$ cat src/hw/kps_pkg.sv
/*
 Package for the key power sequencer: register map, field positions, reset values,
 timing constants and packed carrier structs.
 Assumes a 250 MHz reference clock; counts derive from nominal times.
*/
package kps_pkg;
   localparam int unsigned CLK_KHZ = 250000;
   // Key filter time (ms), nominal
   localparam int unsigned KEY_FILTER_TIME_MS = 16;
   localparam int unsigned KEY_FILTER_CYC = KEY_FILTER_TIME_MS * CLK_KHZ;
   // Regulator delay after bias (us), plain default
   localparam int unsigned REG_DELAY_US = 100;
   localparam int unsigned REG_DELAY_CYC = REG_DELAY_US * (CLK_KHZ / 1000);
   // Delay from 5 V good to 3.3 V enable (us)
   localparam int unsigned RAIL_3V3_DELAY_US = 1000;
   localparam int unsigned RAIL_3V3_DELAY_CYC = RAIL_3V3_DELAY_US * (CLK_KHZ / 1000);
   // Secure engine off timer (ms), typical
   localparam int unsigned SEO_TIME_MS = 225;
   localparam int unsigned SEO_CYC = SEO_TIME_MS * CLK_KHZ;
   // Starter hold delay (ms), plain default
   localparam int unsigned STARTER_HOLD_MS = 10;
   localparam int unsigned STARTER_HOLD_CYC = STARTER_HOLD_MS * CLK_KHZ;
   // New key reset pulse (us), plain default
   localparam int unsigned NEW_KEY_PULSE_US = 1000;
   localparam int unsigned NEW_KEY_PULSE_CYC = NEW_KEY_PULSE_US * (CLK_KHZ / 1000);
   // Latch timeout unit (ms) per config step, plain default
   localparam int unsigned LATCH_TIMEOUT_STEP_MS = 100;
   localparam int unsigned LATCH_TIMEOUT_STEP_CYC = LATCH_TIMEOUT_STEP_MS * CLK_KHZ;

   // Register offsets
   localparam logic [3:0] ADDR_CTRL = 4'h0;
   localparam logic [3:0] ADDR_CONFIG_SIX = 4'h4;
   localparam logic [3:0] ADDR_STATUS = 4'h8;
   localparam logic [3:0] ADDR_DRIVER = 4'hc;

   // Control register fields
   localparam int unsigned CTRL_HOLD_N_BIT = 0;
   localparam int unsigned CTRL_REG_OFF_SEL_BIT = 1;
   localparam int unsigned CTRL_NEW_KEY_EN_BIT = 2;
   localparam int unsigned CTRL_TIMEOUT_LSB = 4;
   localparam logic [7:0] CTRL_RESET = 8'h01;
   // Config six fields
   localparam int unsigned CFG_SEO_EN_BIT = 0;
   localparam logic [7:0] CFG_RESET = 8'h01;
   // Driver register fields: injectors [3:0], starters [5:4]
   localparam logic [7:0] DRV_RESET = 8'h00;

   typedef struct packed {
      logic main_relay_driver;
      logic bias_en;
      logic rail_5v_en;
      logic rail_3v3_en;
      logic tracking_sensor_supply_a;
      logic tracking_sensor_supply_b;
   } kps_supply_s;

   typedef struct packed {
      logic [3:0] injector_stages;
      logic starter_relay_driver_a;
      logic starter_relay_driver_b;
   } kps_drive_s;
endpackage

$ cat src/hw/kps_sequencer.sv
/*
 Key power sequencer top: key filter, supply sequencing, system enable, power latch
 with timeout, regulator-off select, secure engine off and new key reset pulse.
 Assumes analog comparator outputs arrive asynchronously and pass two flip-flops;
 software uses the plain register port on the same clock.
*/
// Decided for this implementation: strobed register access and the placing of the registers.
// Summary of operation
// - Filtered key high turns on main relay driver before the 5 V, 3.3 V and tracking supplies.
// - Key level must stay stable for the filter time before switching.
// - Relay battery: bias after battery UV clears, 5 V after regulator delay.
// - 3.3 V enabled one delay after 5 V rail exceeds its UV level.
// - Tracking sensor supplies enable together with the 5 V regulator.
// - Permanent battery: bias at key high, 5 V one delay after filter expiry.
// - Enable = ((hold active and timeout not expired) or key) and battery ok.
// - Key low and hold inactive switches system off after filter time.
// - Active hold keeps the system on until software writes hold bit to 1.
// - Unreleased hold forces shutdown after timeout chosen by 3-bit field.
// - Raw key level and filtered key level are readable.
// - With regulator-off select 0, all supply outputs switch off at the same instant.
// - Regulator-off select defaults 0; at 1 regulators outlive relay driver.
// - Select 1: relay off, regulators run until battery UV.
// - Key low disables injector and starter stages regardless of latch.
// - Starters shut off only after hold delay if condition still present.
// - Secure engine off touches only injector and starter stages.
// - Key falling edge starts internal timer; stages disabled after it.
// - Software still switches drivers during timer; config register enables function.
// - Battery overvoltage beyond its filter time switches the device off.
// - In latch, new key reset enabled and key rising pulses reset output.
`timescale 1ns/1ps
module kps_sequencer #(
   parameter int unsigned KEY_CYC = kps_pkg::KEY_FILTER_CYC,
   parameter int unsigned SEO_TIMER_CYC = kps_pkg::SEO_CYC,
   parameter int unsigned HOLD_CYC = kps_pkg::STARTER_HOLD_CYC,
   parameter int unsigned TIMEOUT_STEP_CYC = kps_pkg::LATCH_TIMEOUT_STEP_CYC,
   parameter int unsigned REG_CYC = kps_pkg::REG_DELAY_CYC,
   parameter int unsigned V33_CYC = kps_pkg::RAIL_3V3_DELAY_CYC,
   parameter int unsigned NK_CYC = kps_pkg::NEW_KEY_PULSE_CYC,
   parameter bit PERMANENT_BATTERY = 1'b0
) (
   input wire logic i_ref_clk,
   input wire logic i_sys_rst,
   input wire logic i_key_level,
   input wire logic i_battery_not_undervoltage,
   input wire logic i_rail_5v_good,
   input wire logic i_battery_overvoltage_filtered,
   input wire logic [3:0] i_addr,
   input wire logic [7:0] i_wdata,
   input wire logic i_wr,
   input wire logic i_rd,
   output logic [7:0] o_rdata,
   output kps_pkg::kps_supply_s o_supply,
   output kps_pkg::kps_drive_s o_drive,
   output logic o_system_enable,
   output logic o_new_key_reset_pulse
);
   logic key_s;
   logic bnu_s;
   logic r5_s;
   logic ov_s;
   logic key_flt_r;
   logic key_flt_d_r;
   logic [31:0] key_cnt_r;
   logic [7:0] ctrl_r;
   logic [7:0] cfg_r;
   logic [7:0] drv_r;
   logic [7:0] status_word;
   logic [31:0] to_cnt_r;
   logic [31:0] latch_limit;
   logic latch_timeout_not_expired;
   logic hold_active;
   logic en_nxt;
   logic [31:0] seq_cnt_r;
   logic [31:0] seo_cnt_r;
   logic seo_run_r;
   logic seo_fire_r;
   logic [31:0] hold_cnt_r;
   logic starter_off_r;
   logic [31:0] nk_cnt_r;
   logic key_rise;
   logic key_fall;
   kps_pkg::kps_supply_s sup_r;

   // Two-stage synchronisers
   kps_sync2 u_kps_sync2_key (
      .i_ref_clk(i_ref_clk),
      .i_sys_rst(i_sys_rst),
      .i_async(i_key_level),
      .o_sync(key_s)
   );

   kps_sync2 u_kps_sync2_bnu (
      .i_ref_clk(i_ref_clk),
      .i_sys_rst(i_sys_rst),
      .i_async(i_battery_not_undervoltage),
      .o_sync(bnu_s)
   );

   kps_sync2 u_kps_sync2_r5 (
      .i_ref_clk(i_ref_clk),
      .i_sys_rst(i_sys_rst),
      .i_async(i_rail_5v_good),
      .o_sync(r5_s)
   );

   kps_sync2 u_kps_sync2_ov (
      .i_ref_clk(i_ref_clk),
      .i_sys_rst(i_sys_rst),
      .i_async(i_battery_overvoltage_filtered),
      .o_sync(ov_s)
   );

   // Key deglitch filter
   always_ff @(posedge i_ref_clk)
   begin
      if (i_sys_rst)
      begin
         key_cnt_r <= 32'h0;
         key_flt_r <= 1'b0;
      end
      else if (key_s == key_flt_r)
         key_cnt_r <= 32'h0;
      else if (key_cnt_r >= KEY_CYC - 1)
      begin
         key_flt_r <= key_s;
         key_cnt_r <= 32'h0;
      end
      else
         key_cnt_r <= key_cnt_r + 32'h1;
   end

   // Edge detect on the filtered key
   always_ff @(posedge i_ref_clk)
   begin
      if (i_sys_rst)
         key_flt_d_r <= 1'b0;
      else
         key_flt_d_r <= key_flt_r;
   end
   assign key_rise = key_flt_r & ~key_flt_d_r;
   assign key_fall = ~key_flt_r & key_flt_d_r;

   // Register writes, one process per register
   always_ff @(posedge i_ref_clk)
   begin
      if (i_sys_rst)
         ctrl_r <= kps_pkg::CTRL_RESET;
      else if (i_wr && i_addr == kps_pkg::ADDR_CTRL)
         ctrl_r <= i_wdata;
   end

   always_ff @(posedge i_ref_clk)
   begin
      if (i_sys_rst)
         cfg_r <= kps_pkg::CFG_RESET;
      else if (i_wr && i_addr == kps_pkg::ADDR_CONFIG_SIX)
         cfg_r <= i_wdata;
   end

   always_ff @(posedge i_ref_clk)
   begin
      if (i_sys_rst)
         drv_r <= kps_pkg::DRV_RESET;
      else if (i_wr && i_addr == kps_pkg::ADDR_DRIVER)
         drv_r <= i_wdata;
   end

   // Status word
   always_comb
   begin
      status_word = 8'h00;
      status_word[0] = key_s;
      status_word[1] = key_flt_r;
      status_word[2] = o_system_enable;
      status_word[3] = seo_run_r;
      status_word[4] = ~latch_timeout_not_expired;
   end

   // Register reads, data one cycle later
   always_ff @(posedge i_ref_clk)
   begin
      if (i_sys_rst)
         o_rdata <= 8'h00;
      else if (i_rd)
      begin
         unique case (i_addr)
            kps_pkg::ADDR_CTRL: o_rdata <= ctrl_r;
            kps_pkg::ADDR_CONFIG_SIX: o_rdata <= cfg_r;
            kps_pkg::ADDR_STATUS: o_rdata <= status_word;
            kps_pkg::ADDR_DRIVER: o_rdata <= drv_r;
            default: o_rdata <= 8'h00;
         endcase
      end
      else
         o_rdata <= 8'h00;
   end

   // Power latch timeout
   assign hold_active = ~ctrl_r[kps_pkg::CTRL_HOLD_N_BIT];
   always_ff @(posedge i_ref_clk)
   begin
      if (i_sys_rst || !hold_active || key_flt_r)
         to_cnt_r <= 32'h0;
      else if (to_cnt_r != 32'hffffffff)
         to_cnt_r <= to_cnt_r + 32'h1;
   end
   // Field 0 disables the timeout; otherwise length is field times step
   assign latch_limit = 32'(ctrl_r[kps_pkg::CTRL_TIMEOUT_LSB +: 3]) * TIMEOUT_STEP_CYC;
   assign latch_timeout_not_expired =
      (ctrl_r[kps_pkg::CTRL_TIMEOUT_LSB +: 3] == 3'h0) || (to_cnt_r < latch_limit);

   // System enable equation
   assign en_nxt = ((hold_active & latch_timeout_not_expired) | key_flt_r) & bnu_s & ~ov_s;
   always_ff @(posedge i_ref_clk)
   begin
      if (i_sys_rst)
         o_system_enable <= 1'b0;
      else
         o_system_enable <= en_nxt;
   end

   // Supply sequencing
   always_ff @(posedge i_ref_clk)
   begin
      if (i_sys_rst)
      begin
         sup_r <= '0;
         seq_cnt_r <= 32'h0;
      end
      else if (!o_system_enable)
      begin
         sup_r.main_relay_driver <= 1'b0;
         seq_cnt_r <= 32'h0;
         if (!ctrl_r[kps_pkg::CTRL_REG_OFF_SEL_BIT] || !bnu_s)
         begin
            sup_r <= '0;
         end
         if (PERMANENT_BATTERY && key_s && !ctrl_r[kps_pkg::CTRL_REG_OFF_SEL_BIT])
            sup_r.bias_en <= 1'b1;
      end
      else
      begin
         sup_r.main_relay_driver <= 1'b1;
         if (PERMANENT_BATTERY || bnu_s)
            sup_r.bias_en <= 1'b1;
         if (sup_r.bias_en && !sup_r.rail_5v_en)
         begin
            if (seq_cnt_r >= REG_CYC - 1)
            begin
               sup_r.rail_5v_en <= 1'b1;
               sup_r.tracking_sensor_supply_a <= 1'b1;
               sup_r.tracking_sensor_supply_b <= 1'b1;
               seq_cnt_r <= 32'h0;
            end
            else
               seq_cnt_r <= seq_cnt_r + 32'h1;
         end
         else if (sup_r.rail_5v_en && !sup_r.rail_3v3_en && r5_s)
         begin
            if (seq_cnt_r >= V33_CYC - 1)
               sup_r.rail_3v3_en <= 1'b1;
            else
               seq_cnt_r <= seq_cnt_r + 32'h1;
         end
      end
   end
   assign o_supply = sup_r;

   // Secure engine off timer from key fall
   always_ff @(posedge i_ref_clk)
   begin
      if (i_sys_rst || key_flt_r || !cfg_r[kps_pkg::CFG_SEO_EN_BIT])
      begin
         seo_cnt_r <= 32'h0;
         seo_run_r <= 1'b0;
         seo_fire_r <= 1'b0;
      end
      else if (key_fall)
         seo_run_r <= 1'b1;
      else if (seo_run_r)
      begin
         if (seo_cnt_r >= SEO_TIMER_CYC - 1)
         begin
            seo_fire_r <= 1'b1;
            seo_run_r <= 1'b0;
         end
         else
            seo_cnt_r <= seo_cnt_r + 32'h1;
      end
   end

   // Starter hold delay after the timer expires
   always_ff @(posedge i_ref_clk)
   begin
      if (i_sys_rst || !seo_fire_r)
         hold_cnt_r <= 32'h0;
      else if (hold_cnt_r < HOLD_CYC - 1)
         hold_cnt_r <= hold_cnt_r + 32'h1;
   end

   // Starter shut-off flag
   always_ff @(posedge i_ref_clk)
   begin
      if (i_sys_rst || !seo_fire_r)
         starter_off_r <= 1'b0;
      else if (hold_cnt_r >= HOLD_CYC - 1)
         starter_off_r <= 1'b1;
   end

   // Driver gating: only injectors and starters
   always_ff @(posedge i_ref_clk)
   begin
      if (i_sys_rst)
         o_drive <= '0;
      else
      begin
         o_drive.injector_stages <= drv_r[3:0] & {4{~seo_fire_r}};
         o_drive.starter_relay_driver_a <= drv_r[4] & ~starter_off_r;
         o_drive.starter_relay_driver_b <= drv_r[5] & ~starter_off_r;
      end
   end

   // New key reset pulse
   always_ff @(posedge i_ref_clk)
   begin
      if (i_sys_rst)
      begin
         nk_cnt_r <= 32'h0;
         o_new_key_reset_pulse <= 1'b0;
      end
      else if (key_rise && hold_active && o_system_enable &&
               ctrl_r[kps_pkg::CTRL_NEW_KEY_EN_BIT])
      begin
         nk_cnt_r <= 32'h0;
         o_new_key_reset_pulse <= 1'b1;
      end
      else if (o_new_key_reset_pulse)
      begin
         if (nk_cnt_r >= NK_CYC - 1)
            o_new_key_reset_pulse <= 1'b0;
         else
            nk_cnt_r <= nk_cnt_r + 32'h1;
      end
   end
endmodule

module kps_sync2 #(
   parameter bit RESET_LEVEL = 1'b0
) (
   input wire logic i_ref_clk,
   input wire logic i_sys_rst,
   input wire logic i_async,
   output logic o_sync
);
   logic meta_r;

   // First stage is read only by the second
   always_ff @(posedge i_ref_clk)
   begin
      if (i_sys_rst)
      begin
         meta_r <= RESET_LEVEL;
         o_sync <= RESET_LEVEL;
      end
      else
      begin
         meta_r <= i_async;
         o_sync <= meta_r;
      end
   end
endmodule

$ cat config.mk
export PLATFORM = sky130hd
export DESIGN_NAME = kps_sequencer
export DESIGN_NICKNAME = d
export VERILOG_FILES = /design/src/hw/kps_pkg.sv /design/src/hw/kps_sequencer.sv
export SDC_FILE = /design/constraint.sdc
export NUM_CORES = 1
export LEC_CHECK = 0
export ABC_AREA = 1
export BUFFER_PORTS_ARGS = -buffer_cell sky130_fd_sc_hd__buf_2
export CORE_MARGIN = 2
export CORE_UTILIZATION = 57
export DETAILED_ROUTE_END_ITERATION = 12
export GPL_TIMING_DRIVEN = 1
export MAX_ROUTING_LAYER = met4
export PLACE_DENSITY = 0.77
export SYNTH_ARGS = -nofsm -noshare
export SYNTH_HDL_FRONTEND = slang
export SYNTH_SLANG_ARGS = --single-unit
$ cat constraint.sdc
create_clock -name i_ref_clk -period 3 [get_ports i_ref_clk]
set_clock_uncertainty 0.1 [all_clocks]
set_input_delay 0.45 -clock i_ref_clk [delete_from_list [all_inputs] [get_ports i_ref_clk]]
set_output_delay 0.45 -clock i_ref_clk [all_outputs]
set_load 0.1 [all_outputs]
Word-level counts from Yosys, hierarchy flattened

Index checks and enable logic that the tools add are counted.

Latch bits: 0
Input bits: 20
Bits in writable memories: 0
Bits in read-only memories: 0
Output and inout port bits: 22
Logic and storage cells: 142
Memories kept: 0
Bits in registers: 251

Reductions and logical operators: 38
$lt $le $gt $ge: 8
Multiply operators: 1
Equality and inequality tests: 12
Divide/modulo/power cells: 0
Shifts and indexed selects: 0
$add $sub $neg: 6
Mux-type cells: 21
Bitwise operators: 22

Operators by type and width:

| operator                                                                              | number |
|---|---|
| 32-bit by 1-bit adder with 32-bit output, second input constant                       | 6 |
| 32-bit 2-to-1 mux                                                                     | 4 |
| 32-bit by 18-bit greater-or-equal comparator with 1-bit output, second input constant | 2 |
| 32-bit by 22-bit greater-or-equal comparator with 1-bit output, second input constant | 2 |
| 32-bit by 15-bit greater-or-equal comparator with 1-bit output, second input constant | 1 |
| 32-bit by 26-bit greater-or-equal comparator with 1-bit output, second input constant | 1 |
| 32-bit by 22-bit less-than comparator with 1-bit output, second input constant        | 1 |
| 32-bit by 28-bit less-than comparator with 1-bit output                               | 1 |
| 32-bit inequality test, second input constant                                         | 1 |
| 8-bit case mux with 4 select lines                                                    | 1 |
| 3-bit by 19-bit multiplier with 22-bit output, second input constant                  | 1 |
| 1-bit NOT                                                                             | 13 |
| 1-bit 2-to-1 mux                                                                      | 12 |
| 2-bit by 1-bit inequality test with 1-bit output, second input constant               | 5 |
| 1-bit logical AND                                                                     | 9 |
| 3-bit AND reduction                                                                   | 3 |
| 4-bit equality test, second input constant                                            | 2 |
| 2-bit AND reduction                                                                   | 4 |
| 1-bit bitwise AND                                                                     | 7 |
| 1-bit logical OR                                                                      | 7 |
| 1-bit zero test                                                                       | 6 |
| 6-bit 2-to-1 mux                                                                      | 1 |
| 2-bit OR reduction                                                                    | 3 |
| 5-bit 2-to-1 mux                                                                      | 1 |
| other kinds (11)                                                                      | 14 |

Logic depth before layout (Yosys ltp)

Depth after elaboration: 7
Depth in mapped cells: 21
Depth with buffers taken out: 21

Modules after synthesis

From an unflattened synthesis, not the netlist that was laid out.

Cell total of the unflattened synthesis: 1889
Area, all modules: 13083.8 µm²

By module, submodules not included:

| module        | instances | cells each | area each (µm²) | sequential area each (µm²) |
|---|---|---|---|---|
| kps_sequencer | 1         | 1865       | 12863.6         | 4824.6 |
| kps_sync2     | 4         | 6          | 55.1            | 40.0 |

Least setup slack after synthesis

No wires, ideal clock.

Path type: register to register
From: register ctrl_r[4]
To: register o_system_enable
Clock period less this slack: 3.285 ns
Library setup time: 0.118 ns
Setup slack: -0.285 ns
Stages on the path, launching flop included: 20
Required time: 2.782 ns
Buffers on the path: 0
Data arrival time: 3.067 ns
Cell sequence: dfxtp_1 > fa_1 > ha_1 > inv_1 > fa_1 > inv_1 > a21oi_1 > nor3_1 > nor3_1 > xor2_1 > ha_1 > nand2_1 > nor2_1 > nand4_1 > nor3_1 > nand2_1 > nand2_1 > nand2_1 > nand2_1 > a21oi_1

Longest elaborated chain between the ends: 7
Elaborated cells between the ends (all ways): 8
Classes of those cells: 1 x mul; 1 x order compare; 4 x bitwise; 2 x reduce/logical

Ends and longest elaborated chain:

| what                                                    | line                 | source |
|---|---|---|
| from (decl)                                             | kps_sequencer.sv:64  | `logic [7:0] ctrl_r;` |
| from (signal assigned)                                  | kps_sequencer.sv:147 | `ctrl_r <= kps_pkg::CTRL_RESET;` |
| from (signal assigned)                                  | kps_sequencer.sv:149 | `ctrl_r <= i_wdata;` |
| 3-bit by 19-bit multiplier with 22-bit output           | kps_sequencer.sv:208 | `assign latch_limit = 32'(ctrl_r[kps_pkg::CTRL_TIMEOUT_LSB +: 3]) * TIMEOUT_STEP_CYC;` |
| 32-bit by 28-bit less-than comparator with 1-bit output | kps_sequencer.sv:210 | `(ctrl_r[kps_pkg::CTRL_TIMEOUT_LSB +: 3] == 3'h0) \|\| (to_cnt_r < latch_limit);` |
| 1-bit logical OR (*)                                    | kps_sequencer.sv:210 |  |
| 1-bit bitwise AND (*)                                   | kps_sequencer.sv:213 | `assign en_nxt = ((hold_active & latch_timeout_not_expired) \| key_flt_r) & bnu_s & ~ov_s;` |
| 1-bit bitwise OR (*)                                    | kps_sequencer.sv:213 |  |
| 1-bit bitwise AND (*) (2 in series)                     | kps_sequencer.sv:213 |  |
| to (signal assigned)                                    | kps_sequencer.sv:219 | `o_system_enable <= en_nxt;` |
| to (decl)                                               | kps_sequencer.sv:54  | `output logic o_system_enable,` |

Every way passes the cells marked *; elsewhere a longest branch is shown, timed or not.
A chain may end at the register's enable or synchronous reset.

Final worst setup path

From: register ctrl_r[5]
To: register o_system_enable

Same word-level chain as after synthesis.

==> impl_metrics.env <==
export IMPL_via_count=12183
export IMPL_period_share_pct=112.7
export IMPL_clk_pin_slew_ns=0.06
export IMPL_slew_headroom_pct=38.31
export IMPL_p_seq_share_pct=47.2
export IMPL_fp_dieW_um=155.8
export IMPL_viasPerCell=5.288
export IMPL_synth_top_area_share_pct=37.94
export IMPL_critical_path_max_fanout=4
export IMPL_nets=2051
export IMPL_place_congestion=0.9432
export IMPL_fin_ws_ns=-0.3801
export IMPL_fin_area_mm2=0.01496
export IMPL_rows=55
export IMPL_finalSetupViolations=2
export IMPL_drc=0
export IMPL_cp_required_ns=3.37
export IMPL_drt_iter0_drc=856
export IMPL_hold_viol=0
export IMPL_drive_above_1_share_pct=10.62
export IMPL_whs_path_depth=3
export IMPL_critPathKind="reg -> reg"
export IMPL_syn_area_per_cell_um2=6.861
export IMPL_maxCapViolCount=0
export IMPL_crit_arrival_ns=3.75
export IMPL_cts_tree="yes"
export IMPL_ant_nets=0
export IMPL_postSynthCellCount=1915
export IMPL_grt_pass1_vias=11364
export IMPL_clock_path_buffers=3
export IMPL_whs_ns=0.02785
export IMPL_yosys_area_top_type="dfxtp_1"
export IMPL_initial_core_util_pct=58.03
export IMPL_startpoint_type="register"
export IMPL_numCtsBuffers=28
export IMPL_p_sw_share_pct=21.68
export IMPL_grt_pass1_wl_um=52670
export IMPL_ys_types=49
export IMPL_fp_dieArea_mm2=0.02428
export IMPL_rsz0062_at_grt="yes"
export IMPL_critical_path_buf_inv_count=3
export IMPL_ys_seq_elements=249
export IMPL_antenna_found_initial=4
export IMPL_instances_no_fill=2304
export IMPL_h_tree_depth=1
export IMPL_synth_top_cells_by_area="dfxtp_1, nand2_1, nor2_1, inv_1, a21oi_1"
export IMPL_cp_depth=19
export IMPL_dp_final_hpwl_um=22370
export IMPL_core_mm2=0.02264
export IMPL_critical_path_max_stage_delay_ns=0.68
export IMPL_place_inst=2246
export IMPL_reg2reg_depth=19
export IMPL_hold_buffers=0
export IMPL_fin_crit_ns=3.380
export IMPL_p_clk_share_pct=49.8
export IMPL_io_buffers=41
export IMPL_crit_chain="fa_2, ha_4, inv_1, fa_2, inv_2, nand4_1, nand2_2, a21oi_2, xor2_1, ha_1, nand2_1, inv_1, o21ai_2, nand3b_1, a21oi_2, nand2_2, nand2_1, nand2_1, a21oi_2"
export IMPL_status="finished with violations"
export IMPL_peakVddDrop_mv=0.4657
export IMPL_hold_path_class="in -> reg"
export IMPL_die_height_um=155.8
export IMPL_cellLeakagePower_nw=5.996
export IMPL_cp_end_kind="register"
export IMPL_timing_fmax_mhz=295.9
export IMPL_slowest_stage="fa_2"
export IMPL_crit_family="adder cells"
export IMPL_violations="negative setup slack"
export IMPL_power_density_mw_per_mm2=472.4
export IMPL_syn_cell_area_mm2=0.01314
export IMPL_yosysWarnings=0
export IMPL_seq_area_frac_synth_pct=37.94
export IMPL_clock_sinks=249
export IMPL_grt_use_total_pct=26.38
export IMPL_power_switching_mw=1.532
export IMPL_combPwrFrac_pct=3.0
export IMPL_grt_start_max_net_pins=35
export IMPL_finalWirelength_um=30810
export IMPL_maxSlewViolCount=0
export IMPL_area_growth_pct=13.84
export IMPL_ios=42
export IMPL_cts_root_buf="clkbuf_16"
export IMPL_dr_pass1_iters=5
export IMPL_worstMarginPinSlew_ns=0.9197
export IMPL_intPower_mw=5.534
export IMPL_overflow=0
export IMPL_worstSkewPairLatency_ns=0.55
export IMPL_final_util_pct=66.06
export IMPL_wl_per_cell_um=13.37
export IMPL_postPlaceCellArea_mm2=0.01385
## synthesized netlist by cell type (all sizes together)
cell / count
o21ai: 65
fa: 3
nor4: 11
o31ai: 1
xor2: 71
conb: 1
buf: 33
nor3: 62
nand3b: 13
dfxtp: 249
and2: 1
a211oi: 1
a21boi: 2
or2: 2
nor3b: 2
a221oi: 4
o22ai: 6
o221ai: 2
o21bai: 1
a21oi: 141
nand4: 70
o211ai: 3
ha: 35
nor2: 274
a21o: 1
and3: 2
inv: 267
clkbuf: 22
clkinv: 1
xnor2: 21
nand3: 113
a31oi: 8
nand2: 427
## final cells by class
cell class                      instances  area (um^2)
Fill cell                            2039         7684
Multi-Input combinational cell       1352         7015
Sequential cell                       249         4987
Inverter                              268         1006
Clock buffer                           41        849.6
Timing Repair Buffer                   94        603.1
Tap cell                              285        356.6
Clock inverter                         11        128.9
Antenna cell                            4        10.01
## routing by layer
| layer | share of wire, % | up-vias | GRT usage (%) |
|---|---|---|---|
| li1 | - | 6316 | - |
| met5 | 0 | - | - |
| met3 | 4.9 | 54 | 3.861 |
| met1 | 46 | 5533 | 34.07 |
| met4 | 2.3 | 0 | 7.514 |
| met2 | 47 | 280 | 43.28 |
## worst reg2reg max path, delay by kind of cell (launching register included)
| kind | cells | cell delay, ns |
|---|---|---|
| buffers and inverters | 3 | 0.20 |
| adders and majority gates | 4 | 1.50 |
| xor gates and xnor gates | 1 | 0.14 |
| AOI/OAI and AO/OA | 4 | 0.43 |
| DFF | 1 | 0.33 |
| and+or+nand+nor | 7 | 0.61 |
## cells by family (layout without fill, tap and decap cells)
kind of cell | after synthesis | count (layout) | share of synthesized area [%]
AND/OR/NAND/NOR | 977 | 977 | 32.44
buffers and inverters | 323 | 414 | 9.837
flip-flops | 249 | 249 | 37.94
AO/OA/AOI/OAI | 235 | 235 | 9.828
XOR/XNOR | 92 | 92 | 6.133
adder cells (fa/ha/maj) | 38 | 38 | 3.790
other | 1 | 14 | 0.02854
## through the flow
step | setup TNS (ns) | power, mW | setup slack [ns]
2_1_floorplan | -0.2866 | 3.531 | -0.1490
3_3_place_gp | -0.7642 | 3.603 | -0.3928
3_5_place_dp | -0.8957 | 3.608 | -0.4534
4_1_cts | -0.7257 | 7.129 | -0.3636
5_1_grt | -1.137 | 7.285 | -0.5719
6_report | -0.7412 | 7.066 | -0.3801
## flip-flops by register name, summed over array words and instances, names as in the netlist, 8 cells and up
| name | flops |
|---|---|
| seo_cnt_r | 32 |
| seq_cnt_r | 32 |
| drv_r | 8 |
| ctrl_r | 8 |
| cfg_r | 8 |
| nk_cnt_r | 32 |
| hold_cnt_r | 32 |
| key_cnt_r | 32 |
| o_rdata | 8 |
| to_cnt_r | 32 |
## worst paths after layout
check	startpoint	endpoint	slack [ns]
max	ctrl_r[5]	o_system_enable	-0.38
min	i_battery_not_undervoltage	u_kps_sync2_bnu.meta_r	0.03
max reg2reg	ctrl_r[5]	o_system_enable	-0.38
min reg2reg	u_kps_sync2_key.meta_r	u_kps_sync2_key.o_sync	0.31
## power groups by stage
stage / logic, mW / clock network, mW / registers (mW)
after floorplan: 0.111 / 0 / 3.42
after global routing: 0.235 / 3.71 / 3.34
after CTS: 0.203 / 3.59 / 3.34
after global placement: 0.192 / 0 / 3.41
after detailed placement: 0.197 / 0 / 3.41
final: 0.209 / 3.52 / 3.34
## cells in the final DEF (no fill, tap or decap), drive strengths merged, types with 3 or more instances in the layout
cell type  instances
xor2              71
o211ai             3
inv              267
diode              4
conb              10
o22ai              6
nor4              11
nand2            427
nand3            113
nor3              62
fa                 3
dfxtp            249
nor2             274
clkinvlp           5
a221oi             4
nand3b            13
a21oi            141
a31oi              8
buf               94
nand4             70
clkbuf            41
clkinv             5
ha                35
o21ai             65
xnor2             21
## repair_timing
| action | in CTS | in global routing |
|---|---|---|
| setup endpoints to repair | 2 | 2 |
| gates resized for setup | 9 | 13 |
| pin swaps | 5 | 10 |
| setup buffers | 1 | 1 |
| gates cloned | 0 | 0 |
(Power assumes the default switching activity.)
